[src/fiber_fault_defines.svh]
// Functional notes
// - fiber select pin low at reset selects fiber
// - fiber enable bit acts like pin low
// - fiber mode enables interface, fault, bypass; here fault signalling also needs auto-negotiation off
// - fiber interface disables twisted-pair transceiver
// - transmit NRZI with scrambler bypassed
// - receive NRZI with descrambler bypassed
// - signal detect means adequate signal present
// - lost signal sends 84 ones, one zero
// - fault idle until signal detect returns
// - three patterns latch remote fault until read
// - fault also shown in phy status bit
// - first pattern may hold extra ones
// - fault idle never asserts carrier sense
// - fault signalling disabled sends no pattern
// - far-end fault blocks MII data activity
// - auto-negotiation enabled disables fault signalling
// - fiber configuration enables fault signalling; here it also needs auto-negotiation off, which resets on even with the pin low
// - scrambler bypass at bit 11 of register 17h
// - pcs bit 15 biases negative signal detect
`ifndef FIBER_FAULT_DEFINES_SVH
`define FIBER_FAULT_DEFINES_SVH
`define ADDR_BASIC_CONTROL  5'h00
`define ADDR_BASIC_STATUS   5'h01
`define ADDR_PHY_STATUS     5'h10
`define ADDR_PCS_CONFIG     5'h16
`define ADDR_LOOPBACK_BYP   5'h17
`define ADDR_PHY_CONTROL    5'h19
`define BIT_AUTONEG_EN      12
`define BIT_REMOTE_FAULT    4
`define BIT_PHY_STATUS_REG_FAULT    7
`define BIT_FAULT_SIG_EN    14
`define BIT_SD_BIAS         15
`define BIT_BYPASS_SCR      11
`define BIT_FIBER_EN        5
`define MODE_MSB            9
`define MODE_LSB            7
`define MODE_FIBER          3'h3
`define RST_BASIC_CONTROL   16'h1000
`define FAULT_ONES          7'h54
`define FAULT_DETECT_COUNT  2'h3
`endif

[src/fiber_fault_pkg.sv]
package fiber_fault_pkg;
	typedef logic [4:0]  reg_addr_t;
	typedef logic [15:0] reg_data_t;
	typedef enum logic {TX_NORMAL, TX_FAULT} tx_mode_e;
endpackage

[src/fiber_mode_far_end_fault.sv]
// Implementation choices: the register addresses and the plain strobed port.
`timescale 1ns/1ns
`include "fiber_fault_defines.svh"
module fiber_mode_far_end_fault
(
	input  wire logic                      i_core_clk,
	input  wire logic                      i_rst_b,
	input  wire logic                      i_fiber_select_pin_b,
	input  wire fiber_fault_pkg::reg_addr_t i_addr,
	input  wire fiber_fault_pkg::reg_data_t i_wdata,
	input  wire logic                      i_wr,
	input  wire logic                      i_rd,
	output fiber_fault_pkg::reg_data_t      o_rdata,
	input  wire logic                      i_fiber_signal_detect,
	input  wire logic                      i_tx_code_bit,
	input  wire logic                      i_tx_idle,
	output logic                           o_fiber_tx_bit,
	input  wire logic                      i_fiber_rx_bit,
	output logic                           o_rx_code_bit,
	input  wire logic                      i_rx_carrier,
	output logic                           o_mii_crs,
	output logic                           o_mii_enable,
	output logic                           o_fiber_if_en,
	output logic                           o_tp_xcvr_en,
	output logic                           o_scrambler_bypass,
	output logic                           o_sd_bias_en
);
	import fiber_fault_pkg::*;

	logic       fiber_mode_reg;
	logic       autoneg_reg;
	logic       fault_en_reg;
	logic       sd_bias_reg;
	logic       bypass_reg;
	logic [2:0] lb_mode_reg;
	logic       fiber_bit_reg;
	logic       remote_fault_reg;
	logic       fault_live_reg;
	logic [6:0] tx_cnt_reg;
	logic       tx_nrzi_reg;
	logic       rx_prev_reg;
	logic [6:0] rx_ones_reg;
	logic [1:0] rx_pat_reg;
	tx_mode_e   tx_mode_reg;
	logic       fiber_eff;
	logic       fault_sig_eff;
	logic       tx_bit;
	logic       rx_bit;
	logic       pattern_hit;
	logic       status_read;

	function automatic logic hit(input reg_addr_t a, input reg_addr_t r);
		return a == r;
	endfunction

	// fiber when pin strap, software bit or loopback mode field value 3 selects it
	assign fiber_eff = fiber_mode_reg | fiber_bit_reg | (lb_mode_reg == `MODE_FIBER);
	assign fault_sig_eff = fault_en_reg & fiber_eff & ~autoneg_reg;
	assign status_read = i_rd & hit(i_addr, `ADDR_BASIC_STATUS);

	// strap sampled during reset
	always_ff @(posedge i_core_clk)
	begin
		if (!i_rst_b)
			fiber_mode_reg <= ~i_fiber_select_pin_b;
	end

	always_ff @(posedge i_core_clk)
	begin
		if (!i_rst_b)
		begin
			autoneg_reg   <= 1'b1;
			fault_en_reg  <= 1'b1;
			sd_bias_reg   <= 1'b0;
			bypass_reg    <= 1'b0;
			lb_mode_reg   <= 3'h0;
			fiber_bit_reg <= 1'b0;
		end
		else if (i_wr)
		begin
			if (hit(i_addr, `ADDR_BASIC_CONTROL))
				autoneg_reg <= i_wdata[`BIT_AUTONEG_EN];
			if (hit(i_addr, `ADDR_PCS_CONFIG))
			begin
				fault_en_reg <= i_wdata[`BIT_FAULT_SIG_EN];
				sd_bias_reg  <= i_wdata[`BIT_SD_BIAS];
			end
			if (hit(i_addr, `ADDR_LOOPBACK_BYP))
			begin
				bypass_reg  <= i_wdata[`BIT_BYPASS_SCR];
				lb_mode_reg <= i_wdata[`MODE_MSB:`MODE_LSB];
			end
			if (hit(i_addr, `ADDR_PHY_CONTROL))
				fiber_bit_reg <= i_wdata[`BIT_FIBER_EN];
		end
	end

	// transmit: fault idle generator and NRZI
	always_ff @(posedge i_core_clk)
	begin
		if (!i_rst_b)
		begin
			tx_mode_reg <= TX_NORMAL;
			tx_cnt_reg  <= 7'd0;
		end
		else
		begin
			case (tx_mode_reg)
				TX_NORMAL:
				begin
					tx_cnt_reg <= 7'd0;
					if (fault_sig_eff && !i_fiber_signal_detect && i_tx_idle)
						tx_mode_reg <= TX_FAULT;
				end
				TX_FAULT:
				begin
					tx_cnt_reg <= (tx_cnt_reg == `FAULT_ONES) ? 7'd0 : tx_cnt_reg + 7'd1;
					if (i_fiber_signal_detect || !fault_sig_eff)
						tx_mode_reg <= TX_NORMAL;
				end
				default:
					tx_mode_reg <= TX_NORMAL;
			endcase
		end
	end

	assign tx_bit = (tx_mode_reg == TX_FAULT) ? (tx_cnt_reg != `FAULT_ONES) : i_tx_code_bit;

	always_ff @(posedge i_core_clk)
	begin
		if (!i_rst_b)
			tx_nrzi_reg <= 1'b0;
		else if (fiber_eff)
			tx_nrzi_reg <= tx_nrzi_reg ^ tx_bit;
		else
			tx_nrzi_reg <= tx_bit;
	end
	assign o_fiber_tx_bit = tx_nrzi_reg;

	// receive: NRZI decode and pattern detector
	assign rx_bit = fiber_eff ? (i_fiber_rx_bit ^ rx_prev_reg) : i_fiber_rx_bit;
	// long first run of ones is fine: only zero placement is checked
	assign pattern_hit = !rx_bit && (rx_ones_reg >= `FAULT_ONES);

	always_ff @(posedge i_core_clk)
	begin
		if (!i_rst_b)
		begin
			rx_prev_reg <= 1'b0;
			rx_ones_reg <= 7'd0;
			rx_pat_reg  <= 2'd0;
			o_rx_code_bit <= 1'b1;
		end
		else
		begin
			rx_prev_reg   <= i_fiber_rx_bit;
			o_rx_code_bit <= rx_bit;
			if (rx_bit)
				rx_ones_reg <= (rx_ones_reg == 7'h7F) ? rx_ones_reg : rx_ones_reg + 7'd1;
			else
				rx_ones_reg <= 7'd0;
			if (pattern_hit)
				rx_pat_reg <= (rx_pat_reg == `FAULT_DETECT_COUNT) ? rx_pat_reg : rx_pat_reg + 2'd1;
			else if (!rx_bit || rx_ones_reg > `FAULT_ONES && rx_pat_reg != 2'd0 && rx_ones_reg == 7'h7F)
				rx_pat_reg <= 2'd0;
		end
	end

	// live fault and latched remote fault; set wins over read clear
	always_ff @(posedge i_core_clk)
	begin
		if (!i_rst_b)
		begin
			fault_live_reg   <= 1'b0;
			remote_fault_reg <= 1'b0;
		end
		else
		begin
			fault_live_reg <= fault_sig_eff && (rx_pat_reg == `FAULT_DETECT_COUNT);
			if (fault_sig_eff && rx_pat_reg == `FAULT_DETECT_COUNT)
				remote_fault_reg <= 1'b1;
			else if (status_read)
				remote_fault_reg <= 1'b0;
		end
	end

	// gated MII and line side enables
	always_ff @(posedge i_core_clk)
	begin
		if (!i_rst_b)
		begin
			o_mii_crs          <= 1'b0;
			o_mii_enable       <= 1'b1;
			o_fiber_if_en      <= 1'b0;
			o_tp_xcvr_en       <= 1'b1;
			o_scrambler_bypass <= 1'b0;
			o_sd_bias_en       <= 1'b0;
		end
		else
		begin
			o_mii_crs          <= i_rx_carrier && !fault_live_reg && rx_pat_reg == 2'd0;
			o_mii_enable       <= !fault_live_reg;
			o_fiber_if_en      <= fiber_eff;
			o_tp_xcvr_en       <= !fiber_eff;
			o_scrambler_bypass <= fiber_eff | bypass_reg;
			o_sd_bias_en       <= sd_bias_reg;
		end
	end

	// read data one cycle after strobe
	always_ff @(posedge i_core_clk)
	begin
		if (!i_rst_b)
			o_rdata <= 16'h0000;
		else if (!i_rd)
			o_rdata <= 16'h0000;
		else
		begin
			case (i_addr)
				`ADDR_BASIC_CONTROL: o_rdata <= 16'(autoneg_reg) << `BIT_AUTONEG_EN;
				`ADDR_BASIC_STATUS:  o_rdata <= 16'(remote_fault_reg) << `BIT_REMOTE_FAULT;
				`ADDR_PHY_STATUS:    o_rdata <= 16'(fault_live_reg) << `BIT_PHY_STATUS_REG_FAULT;
				`ADDR_PCS_CONFIG:    o_rdata <= (16'(fault_en_reg) << `BIT_FAULT_SIG_EN)
					| (16'(sd_bias_reg) << `BIT_SD_BIAS);
				`ADDR_LOOPBACK_BYP:  o_rdata <= (16'(bypass_reg) << `BIT_BYPASS_SCR)
					| (16'(lb_mode_reg) << `MODE_LSB);
				`ADDR_PHY_CONTROL:   o_rdata <= 16'(fiber_bit_reg | fiber_mode_reg) << `BIT_FIBER_EN;
				default:             o_rdata <= 16'h0000;
			endcase
		end
	end
endmodule

[config.mk]
export PLATFORM = sky130hd
export DESIGN_NAME = fiber_mode_far_end_fault
export DESIGN_NICKNAME = d
export VERILOG_FILES = /design/src/fiber_fault_pkg.sv /design/src/fiber_mode_far_end_fault.sv
export VERILOG_INCLUDE_DIRS = /design/src
export SDC_FILE = /design/constraint.sdc
export NUM_CORES = 1
export LEC_CHECK = 0
export ABC_AREA = 1
export BUFFER_PORTS_ARGS = -buffer_cell sky130_fd_sc_hd__buf_2
export CORE_UTILIZATION = 40
export DETAILED_ROUTE_END_ITERATION = 8
export PLACE_DENSITY = 0.69
export REMOVE_ABC_BUFFERS = 1
export SYNTH_ARGS = -nofsm -noshare
export SYNTH_HDL_FRONTEND = slang
export SYNTH_SLANG_ARGS = --single-unit
[constraint.sdc]
create_clock -name i_core_clk -period 1.3 [get_ports i_core_clk]
set_input_delay 0.26 -clock i_core_clk [delete_from_list [all_inputs] [get_ports i_core_clk]]
set_output_delay 0.26 -clock i_core_clk [all_outputs]
set_load 0.02 [all_outputs]
* Yosys cells after proc, flatten, opt, wreduce, memory -nomap -nowiden
Index checks and enable logic that the tools add are counted.
** Storage, ports and cells
- Flip-flop bits (word level) :: 53
- Word-level logic and storage cells :: 94
- Bits of input ports :: 31
** Operators by class
- Order comparisons :: 2
- Reduce and logical (&&, ||, !) cells :: 27
- Muxes and demuxes :: 14
- Equality and inequality tests :: 11
- Bitwise logic cells :: 14
- Add/sub/neg operators :: 3
** Operator list (count)
- $pmux W16 S6 :: 1
- $eq A5 B5 Y1 const B :: 4
- $or A15 B16 Y16 :: 1
- $add A7 B1 Y7 const B :: 2
- $eq A7 B7 Y1 const B :: 2
- $pmux W7 S2 :: 1
- $reduce_and A2 Y1 :: 7
- $or A12 B10 Y12 :: 1
- $logic_and A1 B1 Y1 :: 8
- $ge A7 B7 Y1 const B :: 1
- $gt A7 B7 Y1 const B :: 1
- $mux W1 :: 7
- $mux W7 :: 1
- $ne A7 B7 Y1 const B :: 1
- $mux W2 :: 3
- $reduce_bool A2 Y1 :: 3
- $eq A5 B1 Y1 const B :: 1
- $logic_not A1 Y1 :: 5
- $logic_not A5 Y1 :: 1
- $or A1 B1 Y1 :: 4
- $and A1 B1 Y1 :: 3
- $eq A3 B2 Y1 const B :: 1
- $not A1 Y1 :: 3
- $add A2 B1 Y2 const B :: 1
- other kinds (6) :: 8

* Logic depth before layout (Yosys ltp)
Gate-level depths: netlist of run 1.
- Depth after elaboration :: 8
- Gate-level depth with buffers :: 9

* Worst setup path before layout of run 1
Ideal clock, no wire load.
- Path kind :: reg-to-reg
- Start point :: reg tx_cnt_reg[0]
- End point :: reg tx_nrzi_reg (netlist: o_fiber_tx_bit)
- Data required time :: 1.185 ns
- Stages on the path, launching flop included :: 10
- Arrival time :: 1.109 ns
- Buffers on the path :: 0
- Slack :: 0.076 ns
- Library setup time :: 0.115 ns
- Path through :: dfxtp_1 inv_1 ha_1 and3_1 nand2_1 nand2_1 o21ai_1 nand3_1 nand2_1 nor2_1
** Between the ends
- Longest elaborated chain between the ends :: 4
** Ends and longest elaborated chain
- start, declared :: RTL line fiber_mode_far_end_fault.sv:39 : logic [6:0] tx_cnt_reg;
- start signal, assigned :: RTL line fiber_mode_far_end_fault.sv:117 : tx_cnt_reg <= (tx_cnt_reg == `FAULT_ONES) ? 7'd0 : tx_cnt_reg + 7'd1;
- $ne A7 B7 Y1 (no source line) *
- $mux W1 * :: RTL line fiber_mode_far_end_fault.sv:127 : assign tx_bit = (tx_mode_reg == TX_FAULT) ? (tx_cnt_reg != `FAULT_ONES) : i_tx_code_bit;
- $xor A1 B1 Y1 :: RTL line fiber_mode_far_end_fault.sv:134 : tx_nrzi_reg <= tx_nrzi_reg ^ tx_bit;
- $mux W1 * :: RTL line fiber_mode_far_end_fault.sv:133 : else if (fiber_eff)
- end signal, assigned :: RTL line fiber_mode_far_end_fault.sv:134
- end signal, assigned :: RTL line fiber_mode_far_end_fault.sv:136 : tx_nrzi_reg <= tx_bit;
- end, declared :: RTL line fiber_mode_far_end_fault.sv:40 : logic tx_nrzi_reg;
Every way passes the cells marked *; elsewhere a longest branch is shown, timed or not.
A chain may end at the register's enable or synchronous reset.

* Worst setup path after layout of run 1
Same ends and word-level chain as after synthesis.

==> out/metrics.yaml, run 1 <==
outcome: "completed"
mostFrequentLayoutCell: "nand2_1"
ys_top_cells_by_area: "dfxtp_1 44%, nand2_1 8.2%, inv_1 5.7%, nor2_1 4.2%, ha_1 3.7%"
min_delay_path_depth: 2
wl_per_cell_um: 10.7
synth_seq_cells: 46
synth.avg_cell_area_um2: 8.09
cts_root_buffer: "clkbuf_8"
chipWidth_um: 73.7
start_util_pct: 42.4
yosysWarnings: 0
r2r-start: "tx_cnt_reg[0]$_SDFF_PP0_"
critPathCaptureType: "flop"
p_leak_nw: 1.13
synth_top_area_share_pct: 43.8
critical_path_class: "flop to flop"
synth_top_area_cell: "dfxtp_1"
ff2ff_path_depth: 9
largest_reg_flops: 9
vias: 1682
cp-start-kind: "flop"
core_area_mm2: 0.00485
hpwlAfterDp_mm: 3.01
setup_viol: 0
grt_usage_pct: 15.9
diodes: 0
antenna_found_initial: 0
vias_per_cell: 4.51
final_cell_mix: "43 x nand2_1, 40 x dfxtp_1, 39 x buf_2"
drt_iter0_markers: 78
grt_max_degree: 15
tns_ns: 0
final_layout_size_suffix_gt1_share_pct: 32.4
drv_cap: 0
rows: 25
overflow: 0
clk-insertion-delay-late_ns: 0.30
clk_pin_slew_worst_paths_ns: 0.08
die-area_mm2: 0.00543
hold_ws_ns: 0.129
ys_seq_area_share_pct: 45.3
cp.required_ns: 1.50
synth.distinct_cells: 35
rr_endpoint: "o_fiber_tx_bit$_SDFF_PN0_"
worstPathArrival_ns: 1.45
min_period_over_period_pct: 95.9
io_pins: 55
drc: 0
finalNetCount: 342
min_to: "tx_mode_reg$_SDFF_PN0_"
gp_congestion: 0.849
io_buffers: 39
drtAntennaViolNets: 0
pwr_density_cell_mw_per_mm2: 1030
cts_max_level: 2
path_max_fanout: 4
synthesis.area_mm2: 0.00206
rsz0062_at_grt: "yes"
hp-start: "i_fiber_signal_detect"
ir_worst_vdd_uv: 438
area_growth_pct: 23.1
finalHoldViolations: 0
finalWirelength_mm: 3.98
postCtsHoldBufs: 0
cts_buffer_depth: 2
max_freq_mhz: 802
grt_pass1_vias: 1511
netlist_instances: 254
cts_tree: "built"
final.setup_skew_ns: 0.00289
fillerInstances: 466
dieHeight_um: 73.7
cts_buffers: 5
firstDrtPassIters: 4
grt_pass1_wl_mm: 6.44
slew_violations: 0
cts_sinks: 46
hp-class: "primary input to flop"
rrSetupSlack_ns: 0.05
min_period_ns: 1.25
-- synth_stat cells (all sizes together) --
cell type	number
a21oi	14
a22oi	1
a31oi	4
a41oi	1
and2b	2
and3	2
buf	9
clkinv	2
conb	1
dfxtp	45
edfxtp	1
ha	6
inv	36
nand2	52
nand3	21
nand4	4
nor2	29
nor3	9
nor3b	2
nor4	4
o21ai	8
or2	1
-- what timing repair did --
| action | in CTS | in global routing |
|---|---|---|
| buffers inserted | 0 | 3 |
| setup endpoints to repair | 4 | 11 |
| pin swaps | 0 | 4 |
| resized for setup | 4 | 16 |
-- through the flow --
stage	std cells	total power [W]	setup WS (ns)	instance area, um^2	utilization, %
after floorplan	251	0.00163	0.0769	2020	-
after global placement	362	0.00173	0.0315	2330	48.1
after detailed placement	362	0.00173	-0.00309	2330	48.1
after CTS	370	0.00263	0.0200	2440	50.3
after global routing	373	0.00276	-0.0265	2530	52.2
final	373	0.00261	0.0535	2530	52.2
-- how the worst max path moves through the flow --
stage	cells past startpoint	endpoint	slack [ns]	from
after floorplan	9	o_fiber_tx_bit$_SDFF_PN0_	0.08	tx_cnt_reg[0]$_SDFF_PP0_
after global placement	9	o_fiber_tx_bit$_SDFF_PN0_	0.03	tx_cnt_reg[0]$_SDFF_PP0_
after detailed placement	6	tx_cnt_reg[4]$_SDFF_PP0_	-0.003	tx_cnt_reg[0]$_SDFF_PP0_
after CTS	9	o_fiber_tx_bit$_SDFF_PN0_	0.02	tx_cnt_reg[0]$_SDFF_PP0_
after global routing	9	o_fiber_tx_bit$_SDFF_PN0_	-0.03	tx_cnt_reg[0]$_SDFF_PP0_
final	9	o_fiber_tx_bit$_SDFF_PN0_	0.05	tx_cnt_reg[0]$_SDFF_PP0_
-- where the power goes --
group          switching, W  internal, W
sequential        0.0000147      0.00144
clock              0.000467     0.000429
combinational      0.000165    0.0000949
total              0.000647      0.00196
-- worst max-delay path, cell delays in order, from the launching register on --
cell     delay (ns)
dfxtp_2        0.36
inv_1          0.05
ha_2           0.17
and3_4         0.18
nand2_4        0.08
nand2_2        0.05
o21ai_2        0.07
nand3_1        0.10
nand2_1        0.06
nor2_1         0.04
-- cell families after synthesis --
| family | share of synthesized area, % |
|---|---|
| adders and majority gates | 3.65 |
| other | 0.182 |
| AOI/OAI and AO/OA | 8.28 |
| and+or+nand+nor | 32.6 |
| buffers and inverters | 9.98 |
| DFF | 45.3 |
-- area by class of cell --
cell class              instances  area [um^2]  share of cell area (%)
inverters                      38          143                    5.64
well taps                      67         83.8                    3.31
clock buffers                   6         82.6                    3.26
multi-input cells             167         1020                    40.2
clock inverters                 2         11.3                   0.445
repair buffers                 47          255                    10.1
flip-flops and latches         46          937                    37.0
-- per-layer routing --
metal	track usage, %	vias up	part of all wire (%)
li1	-	908	-
met1	18.7	739	45
met2	26.8	29	48
met3	3.43	6	4.4
met4	8.97	0	1.8
met5	0	-	0
No activity file was read; power rests on OpenSTA's default activity.
==> run 2, diff against run 1 <==
--- a/config.mk
+++ b/config.mk
@@ -6,10 +6,11 @@
 export SDC_FILE = /design/constraint.sdc
 export NUM_CORES = 1
 export LEC_CHECK = 0
-export ABC_AREA = 1
+export ABC_AREA = 0
 export BUFFER_PORTS_ARGS = -buffer_cell sky130_fd_sc_hd__buf_2
 export CORE_UTILIZATION = 40
 export DETAILED_ROUTE_END_ITERATION = 8
+export MAX_ROUTING_LAYER = met4
 export PLACE_DENSITY = 0.69
 export REMOVE_ABC_BUFFERS = 1
 export SYNTH_ARGS = -nofsm -noshare
==> out/metrics.yaml, run 2 <==
cts_buffer_depth: 2  # unchanged
min_period_ns: 1.29  # +0.0423 ns
critPathSlowestCell: "edfxtp_1"
core_area_mm2: 0.00479  # -1.3%
worstPathArrival_ns: 1.49  # +0.04 ns
final_cell_mix: "42 x dfxtp_1, 39 x buf_2, 30 x nor2_1"
ys_seq_area_share_pct: 46.1  # +0.81 points
grt_usage_pct: 16.7  # +0.77 points
mostFrequentLayoutCell: "dfxtp_1"
synth_top_area_share_pct: 44.6  # +0.79 points
vias: 1538  # -8.6%
start_util_pct: 42.2  # -0.20 points
cts_buffers: 5  # unchanged
cts_max_level: 2  # unchanged
synth_seq_cells: 46  # unchanged
crit_path_cell_trace: "nor2_4 -> nand2_2 -> nand2_2 -> inv_2 -> and4b_4 -> a31o_1"
antenna_found_initial: 0  # unchanged
setup_viol: 0  # unchanged
hpwlAfterDp_mm: 3.02  # +0.17%
ff2ff_path_depth: 6  # -3
pre_cts_slack_ns: -0.0457  # -0.0426 ns
synthTopCellsByCount: "45 x dfxtp_1, 31 x nor2_1, 12 x nand3_1, 10 x inv_1, 10 x nand2_1"
rsz0062_at_grt: "yes"
yosysWarnings: 0  # unchanged
dp.cells: 322  # -11%
tns_ns: 0  # unchanged
critPathCaptureType: "flop"
critPathTopFamily: "simple AND/OR/NAND/NOR gates"
path_depth: 6  # -3
worst-path-buf-inv: 1  # unchanged
drt_iter0_markers: 71  # -9.0%
critical_path_class: "flop to flop"
drc: 0  # unchanged
ir_worst_vdd_uv: 506  # +16%
cpMostUsedCell: "nand2_2"
finalNetCount: 301  # -12%
wl_per_cell_um: 11.6  # +9.0%
ys_async_sr_fraction_pct: 0  # unchanged
grt_pass1_wl_mm: 6.41  # -0.53%
slew_violations: 0  # unchanged
die-area_mm2: 0.00534  # -1.7%
cts_sinks: 46  # unchanged
io_buffers: 39  # unchanged
fin_util_pct: 52.9  # +0.68 points
netlist_instances: 206  # -19%
hp-class: "primary input to flop"
firstDrtPassIters: 4  # unchanged
totalPowerFinal_w: 0.00257  # -1.4%
pwr_density_cell_mw_per_mm2: 1020  # -1.4%
path_max_fanout: 2  # -2
critical-path-max-stage-delay_ns: 0.46  # +0.10 ns
ys_top_cells_by_area: "dfxtp_1 45%, nor2_1 5.8%, mux2i_1 4.5%, ha_1 3.7%, nand3_1 3.0%"
drtAntennaViolNets: 0  # unchanged
clk_pin_slew_worst_paths_ns: 0.08  # about the same
synth_most_common_cell: "dfxtp_1"
chipWidth_um: 73.1  # -0.86%
stdcell_count: 332  # -11%
overflow: 0  # unchanged
synth.avg_cell_area_um2: 9.80  # +21%
finalWirelength_mm: 3.86  # -3.0%
max_freq_mhz: 776  # -3.3%
cts_tree: "built"
io_pins: 55  # unchanged
synth_edf_count: 1  # unchanged
synth_top_area_cell: "dfxtp_1"
fillerInstances: 445  # -4.5%
finalHoldViolations: 0  # unchanged
dieHeight_um: 73.1  # -0.86%
cp.required_ns: 1.50  # about the same
drv_cap: 0  # unchanged
cts_root_buffer: "clkbuf_8"
min_period_over_period_pct: 99.1  # +3.3 points
fin_ws_ns: 0.0112  # -0.0423 ns
rows: 25  # unchanged
min_delay_path_depth: 3  # +1
gp_congestion: 0.786  # -7.4%
grt_pass1_vias: 1465  # -3.0%
outcome: "completed"
p_leak_nw: 1.10  # -2.4%
diodes: 0  # unchanged
final_layout_size_suffix_gt1_share_pct: 34.3  # +2.0 points
clk-insertion-delay-late_ns: 0.30  # about the same
synthesis.area_mm2: 0.00202  # -1.8%
yosys_most_used_dff: "dfxtp_1"
area_growth_pct: 25.3
synth.distinct_cells: 48  # +37%
final.setup_skew_ns: 0.00681  # +0.00393 ns
grt_max_degree: 14  # -1
largest_reg_flops: 9  # unchanged
vias_per_cell: 4.63  # +2.7%
cp-start-kind: "flop"
==> run 2: cell count changes in the layout (fill, tap and decap cells not counted), moves of 7 or more <==
cell,before,now
inv_1,31,10
and2_1,0,7
nand2_1,43,10
mux2i_1,0,9
a21oi_1,12,1
nor2_1,23,30
==> run 2: path summary, 6_finish.rpt <==
check                                 start                       endpoint  slack (ns)
hold reg to reg   fault_live_reg$_SDFF_PN0_        o_mii_enable$_SDFF_PN1_        0.41
setup reg to reg   fiber_mode_reg$_DFFE_PN_  remote_fault_reg$_SDFFE_PN0P_        0.01
setup / recovery   fiber_mode_reg$_DFFE_PN_  remote_fault_reg$_SDFFE_PN0P_        0.01
hold / removal                  i_wdata[12]       autoneg_reg$_SDFFE_PN1P_        0.17
==> run 2: worst register-to-register path: stages, from the launching register on <==
cell and delay, ns:
edfxtp_1 0.46, nor2_4 0.18, nand2_2 0.08, nand2_2 0.09, inv_2 0.04, and4b_4 0.18
a31o_1 0.17
==> run 2: final cells by class <==
type	instances	area [um^2]	area share [%]
multi-input cells	145	1060	41.7
clock inverters	1	5.00	0.198
inverters	12	45.0	1.78
flip-flops and latches	46	935	36.9
clock buffers	7	86.3	3.41
repair buffers	54	320	12.7
well taps	67	83.8	3.31
==> run 2: logic make-up (layout without fill, tap and decap cells) <==
group / after synthesis / in the layout / synth area share (%)
compound gates: 20 / 20 / 8.36
xor+xnor: 9 / 9 / 3.90
fa+ha+maj: 6 / 6 / 3.72
buf+inv: 21 / 74 / 5.27
flops: 46 / 46 / 46.1
mux: 9 / 9 / 4.46
other cells: 1 / 7 / 0.186
simple gates: 94 / 94 / 28.0
==> run 2: metal layers <==
| layer | GRT usage, % | share of wire [%] | vias to the layer above |
|---|---|---|---|
| li1 | - | - | 802 |
| met1 | 19.3 | 46 | 702 |
| met2 | 27.1 | 48 | 29 |
| met3 | 5.11 | 4.0 | 5 |
| met4 | 6.54 | 1.8 | 0 |
| met5 | - | 0 | - |
==> run 2: metrics by stage <==
step	cell area, um^2	hold WS, ns
final	2530	0.174
after global routing	2530	0.175
after CTS	2470	0.167
after detailed placement	2370	0.386
after global placement	2370	0.391
after floorplan	1980	0.322
==> run 2: report_power, final <==
part           switching (W)  internal, W
sequential         0.0000127      0.00144
clock               0.000454     0.000429
combinational       0.000142    0.0000994
total               0.000609      0.00197
==> run 2: repair_timing <==
item | in CTS | in global routing
gates resized for setup | 3 | 12
hold endpoints to repair | 0 | 0
setup buffers | 0 | 2
hold buffers | 0 | 0
setup endpoints to repair | 10 | 18
pin swaps | 1 | 4
==> run 3, diff against run 2 <==
--- a/config.mk
+++ b/config.mk
@@ -8,6 +8,7 @@
 export LEC_CHECK = 0
 export ABC_AREA = 0
 export BUFFER_PORTS_ARGS = -buffer_cell sky130_fd_sc_hd__buf_2
+export CORE_MARGIN = 2
 export CORE_UTILIZATION = 40
 export DETAILED_ROUTE_END_ITERATION = 8
 export MAX_ROUTING_LAYER = met4
==> out/metrics.yaml, run 3 (synthesis gave the netlist of run 2 again) <==
outcome: "completed"
dieHeight_um: 75.1  # +2.7%
clk-insertion-delay-late_ns: 0.30  # about the same
ir_worst_vdd_uv: 759  # +50%
final_layout_size_suffix_gt1_share_pct: 35.2  # +0.87 points
wl_per_cell_um: 11.6  # -0.50%
clk_pin_slew_worst_paths_ns: 0.09  # about the same
cts_buffer_depth: 2  # unchanged
critical-path-max-stage-delay_ns: 0.46  # about the same
rows: 25  # unchanged
power.share.clock_pct: 34.7  # +0.4 points
antenna_found_initial: 0  # unchanged
cts_max_level: 2  # unchanged
start_util_pct: 42.2  # unchanged
cp.required_ns: 1.50  # about the same
fin_area_mm2: 0.00257  # +1.4%
critPathTopFamily: "simple AND/OR/NAND/NOR gates"
final.setup_skew_ns: 0.00928  # +0.00246 ns
combPwrFrac_pct: 9.3  # about the same
path_max_fanout: 2  # unchanged
seq_area_um2: 937  # +0.27%
grt_max_degree: 15  # +1
dpl_cell_area_mm2: 0.00237  # unchanged
critPathSlowestCell: "edfxtp_1"
finalHoldViolations: 0  # unchanged
min_period_over_period_pct: 97.4  # -1.7 points
area_growth_pct: 27.1
dr_wl_met2_mm: 1.92  # +3.2%
drv_cap: 0  # unchanged
vias_per_cell: 4.63  # about the same
grt_usage_pct: 15.4  # -1.3 points
p_int_w: 0.00197  # +0.13%
worstPathArrival_ns: 1.47  # -0.02 ns
hpwlAfterDp_mm: 3.02  # +0.32%
crit_path_cell_trace: "nor2_4 -> nand2_2 -> nand2_2 -> inv_2 -> and4b_4 -> a31o_1"
worst-path-buf-inv: 1  # unchanged
finalWirelength_mm: 3.87  # +0.10%
critical_path_class: "flop to flop"
cts_tree: "built"
totalPowerFinal_w: 0.00259  # +0.79%
drc: 0  # unchanged
pwr_density_cell_mw_per_mm2: 1010  # -0.59%
grt_pass1_wl_mm: 6.39  # -0.33%
cts_buffers: 5  # unchanged
grt_pass1_vias: 1506  # +2.8%
cts_root_buffer: "clkbuf_8"
slew_violations: 0  # unchanged
cpMostUsedCell: "nand2_2"
setup_viol: 0  # unchanged
core_area_mm2: 0.00479  # unchanged
io_buffers: 39  # unchanged
rsz0062_at_grt: "yes"
largest_reg_flops: 9  # unchanged
fillerInstances: 437  # -1.8%
cts_sinks: 46  # unchanged
met3_wirelength_um: 180  # +17%
pwr-share-seq_pct: 55.9  # -0.4 points
cp-start-kind: "flop"
fin_util_pct: 53.6  # +0.73 points
fin_ws_ns: 0.0336  # +0.0224 ns
io_pins: 55  # unchanged
min_period_ns: 1.27  # -0.0224 ns
vias: 1546  # +0.52%
hp-class: "primary input to flop"
pre_cts_slack_ns: -0.0273  # +0.0184 ns
swShare_pct: 24.2  # +0.50 points
mostFrequentLayoutCell: "dfxtp_1"
overflow: 0  # unchanged
die-area_mm2: 0.00563  # +5.6%
drt_iter0_markers: 46  # -35%
critPathCaptureType: "flop"
gp_congestion: 0.799  # +1.7%
diodes: 0  # unchanged
firstDrtPassIters: 4  # unchanged
finalNetCount: 303  # +0.66%
switchingPower_w: 0.000627  # +2.9%
max_freq_mhz: 790  # +1.8%
dr.max_layer_used: "met4"
p_leak_nw: 1.12  # +1.4%
final_cell_mix: "40 x dfxtp_1, 39 x buf_2, 31 x nor2_1"
drtAntennaViolNets: 0  # unchanged
chipWidth_um: 75.1  # +2.7%
multi_input_area_mm2: 0.00107  # +1.4%
wirelength_met1_mm: 1.72  # -3.7%
[run 3: cell count changes in the layout (fill, tap and decap cells not counted), sizes merged]
| cell | change |
|---|---|
| buf | +2 |
| clkbuf | -1 |
| inv | +1 |
[run 3: worst paths after layout]
path | start | to | slack [ns] | depth (start not counted)
worst max register to register | fiber_mode_reg$_DFFE_PN_ | remote_fault_reg$_SDFFE_PN0P_ | 0.03 | 6
worst max-delay path | fiber_mode_reg$_DFFE_PN_ | remote_fault_reg$_SDFFE_PN0P_ | 0.03 | 6
worst min-delay path | i_wdata[12] | autoneg_reg$_SDFFE_PN1P_ | 0.18 | 3
worst min register to register | fault_live_reg$_SDFF_PN0_ | o_mii_enable$_SDFF_PN1_ | 0.41 | 1
[run 3: stage by stage]
stage	std cells	hold slack, ns	TNS, ns
2_1_floorplan	203	0.322	0
3_3_place_gp	322	0.392	0
3_5_place_dp	322	0.389	-0.0629
4_1_cts	330	0.178	0
5_1_grt	334	0.177	-0.0674
6_report	334	0.176	0
[run 3: area by class of cell]
class | instances | area share (%)
Clock buffer | 6 | 3.22
Clock inverter | 2 | 0.439
Inverter | 12 | 1.76
Multi-Input combinational cell | 145 | 41.7
Sequential cell | 46 | 36.5
Tap cell | 67 | 3.27
Timing Repair Buffer | 56 | 13.1
[run 3: power groups by stage]
stage	sequential, W	clock (W)	combinational, W
3_3_place_gp	0.00148	0	0.000221
2_1_floorplan	0.00150	0	0.0000969
6_report	0.00145	0.000901	0.000242
3_5_place_dp	0.00148	0	0.000224
5_1_grt	0.00145	0.000974	0.000264
4_1_cts	0.00145	0.000928	0.000227
[run 3: worst min-delay path: cells and delay by family]
| family | cells | cell delay [ns] |
|---|---|---|
| AND/OR/NAND/NOR | 1 | 0.05 |
| multiplexers | 1 | 0.05 |
| buffers and inverters | 1 | 0.08 |
[run 3: what timing repair did]
item | CTS | global route
hold buffers | 0 | 0
cloned | 0 | 0
setup buffers | 0 | 4
setup endpoints to repair | 4 | 15
pin swaps | 1 | 6
gates resized for setup | 6 | 11
[run 3: metal layers]
layer,vias to the layer above,global-route usage (%)
met5,-,-
met4,0,4.76
met3,6,4.02
met2,31,26.2
met1,700,17.6
li1,809,-
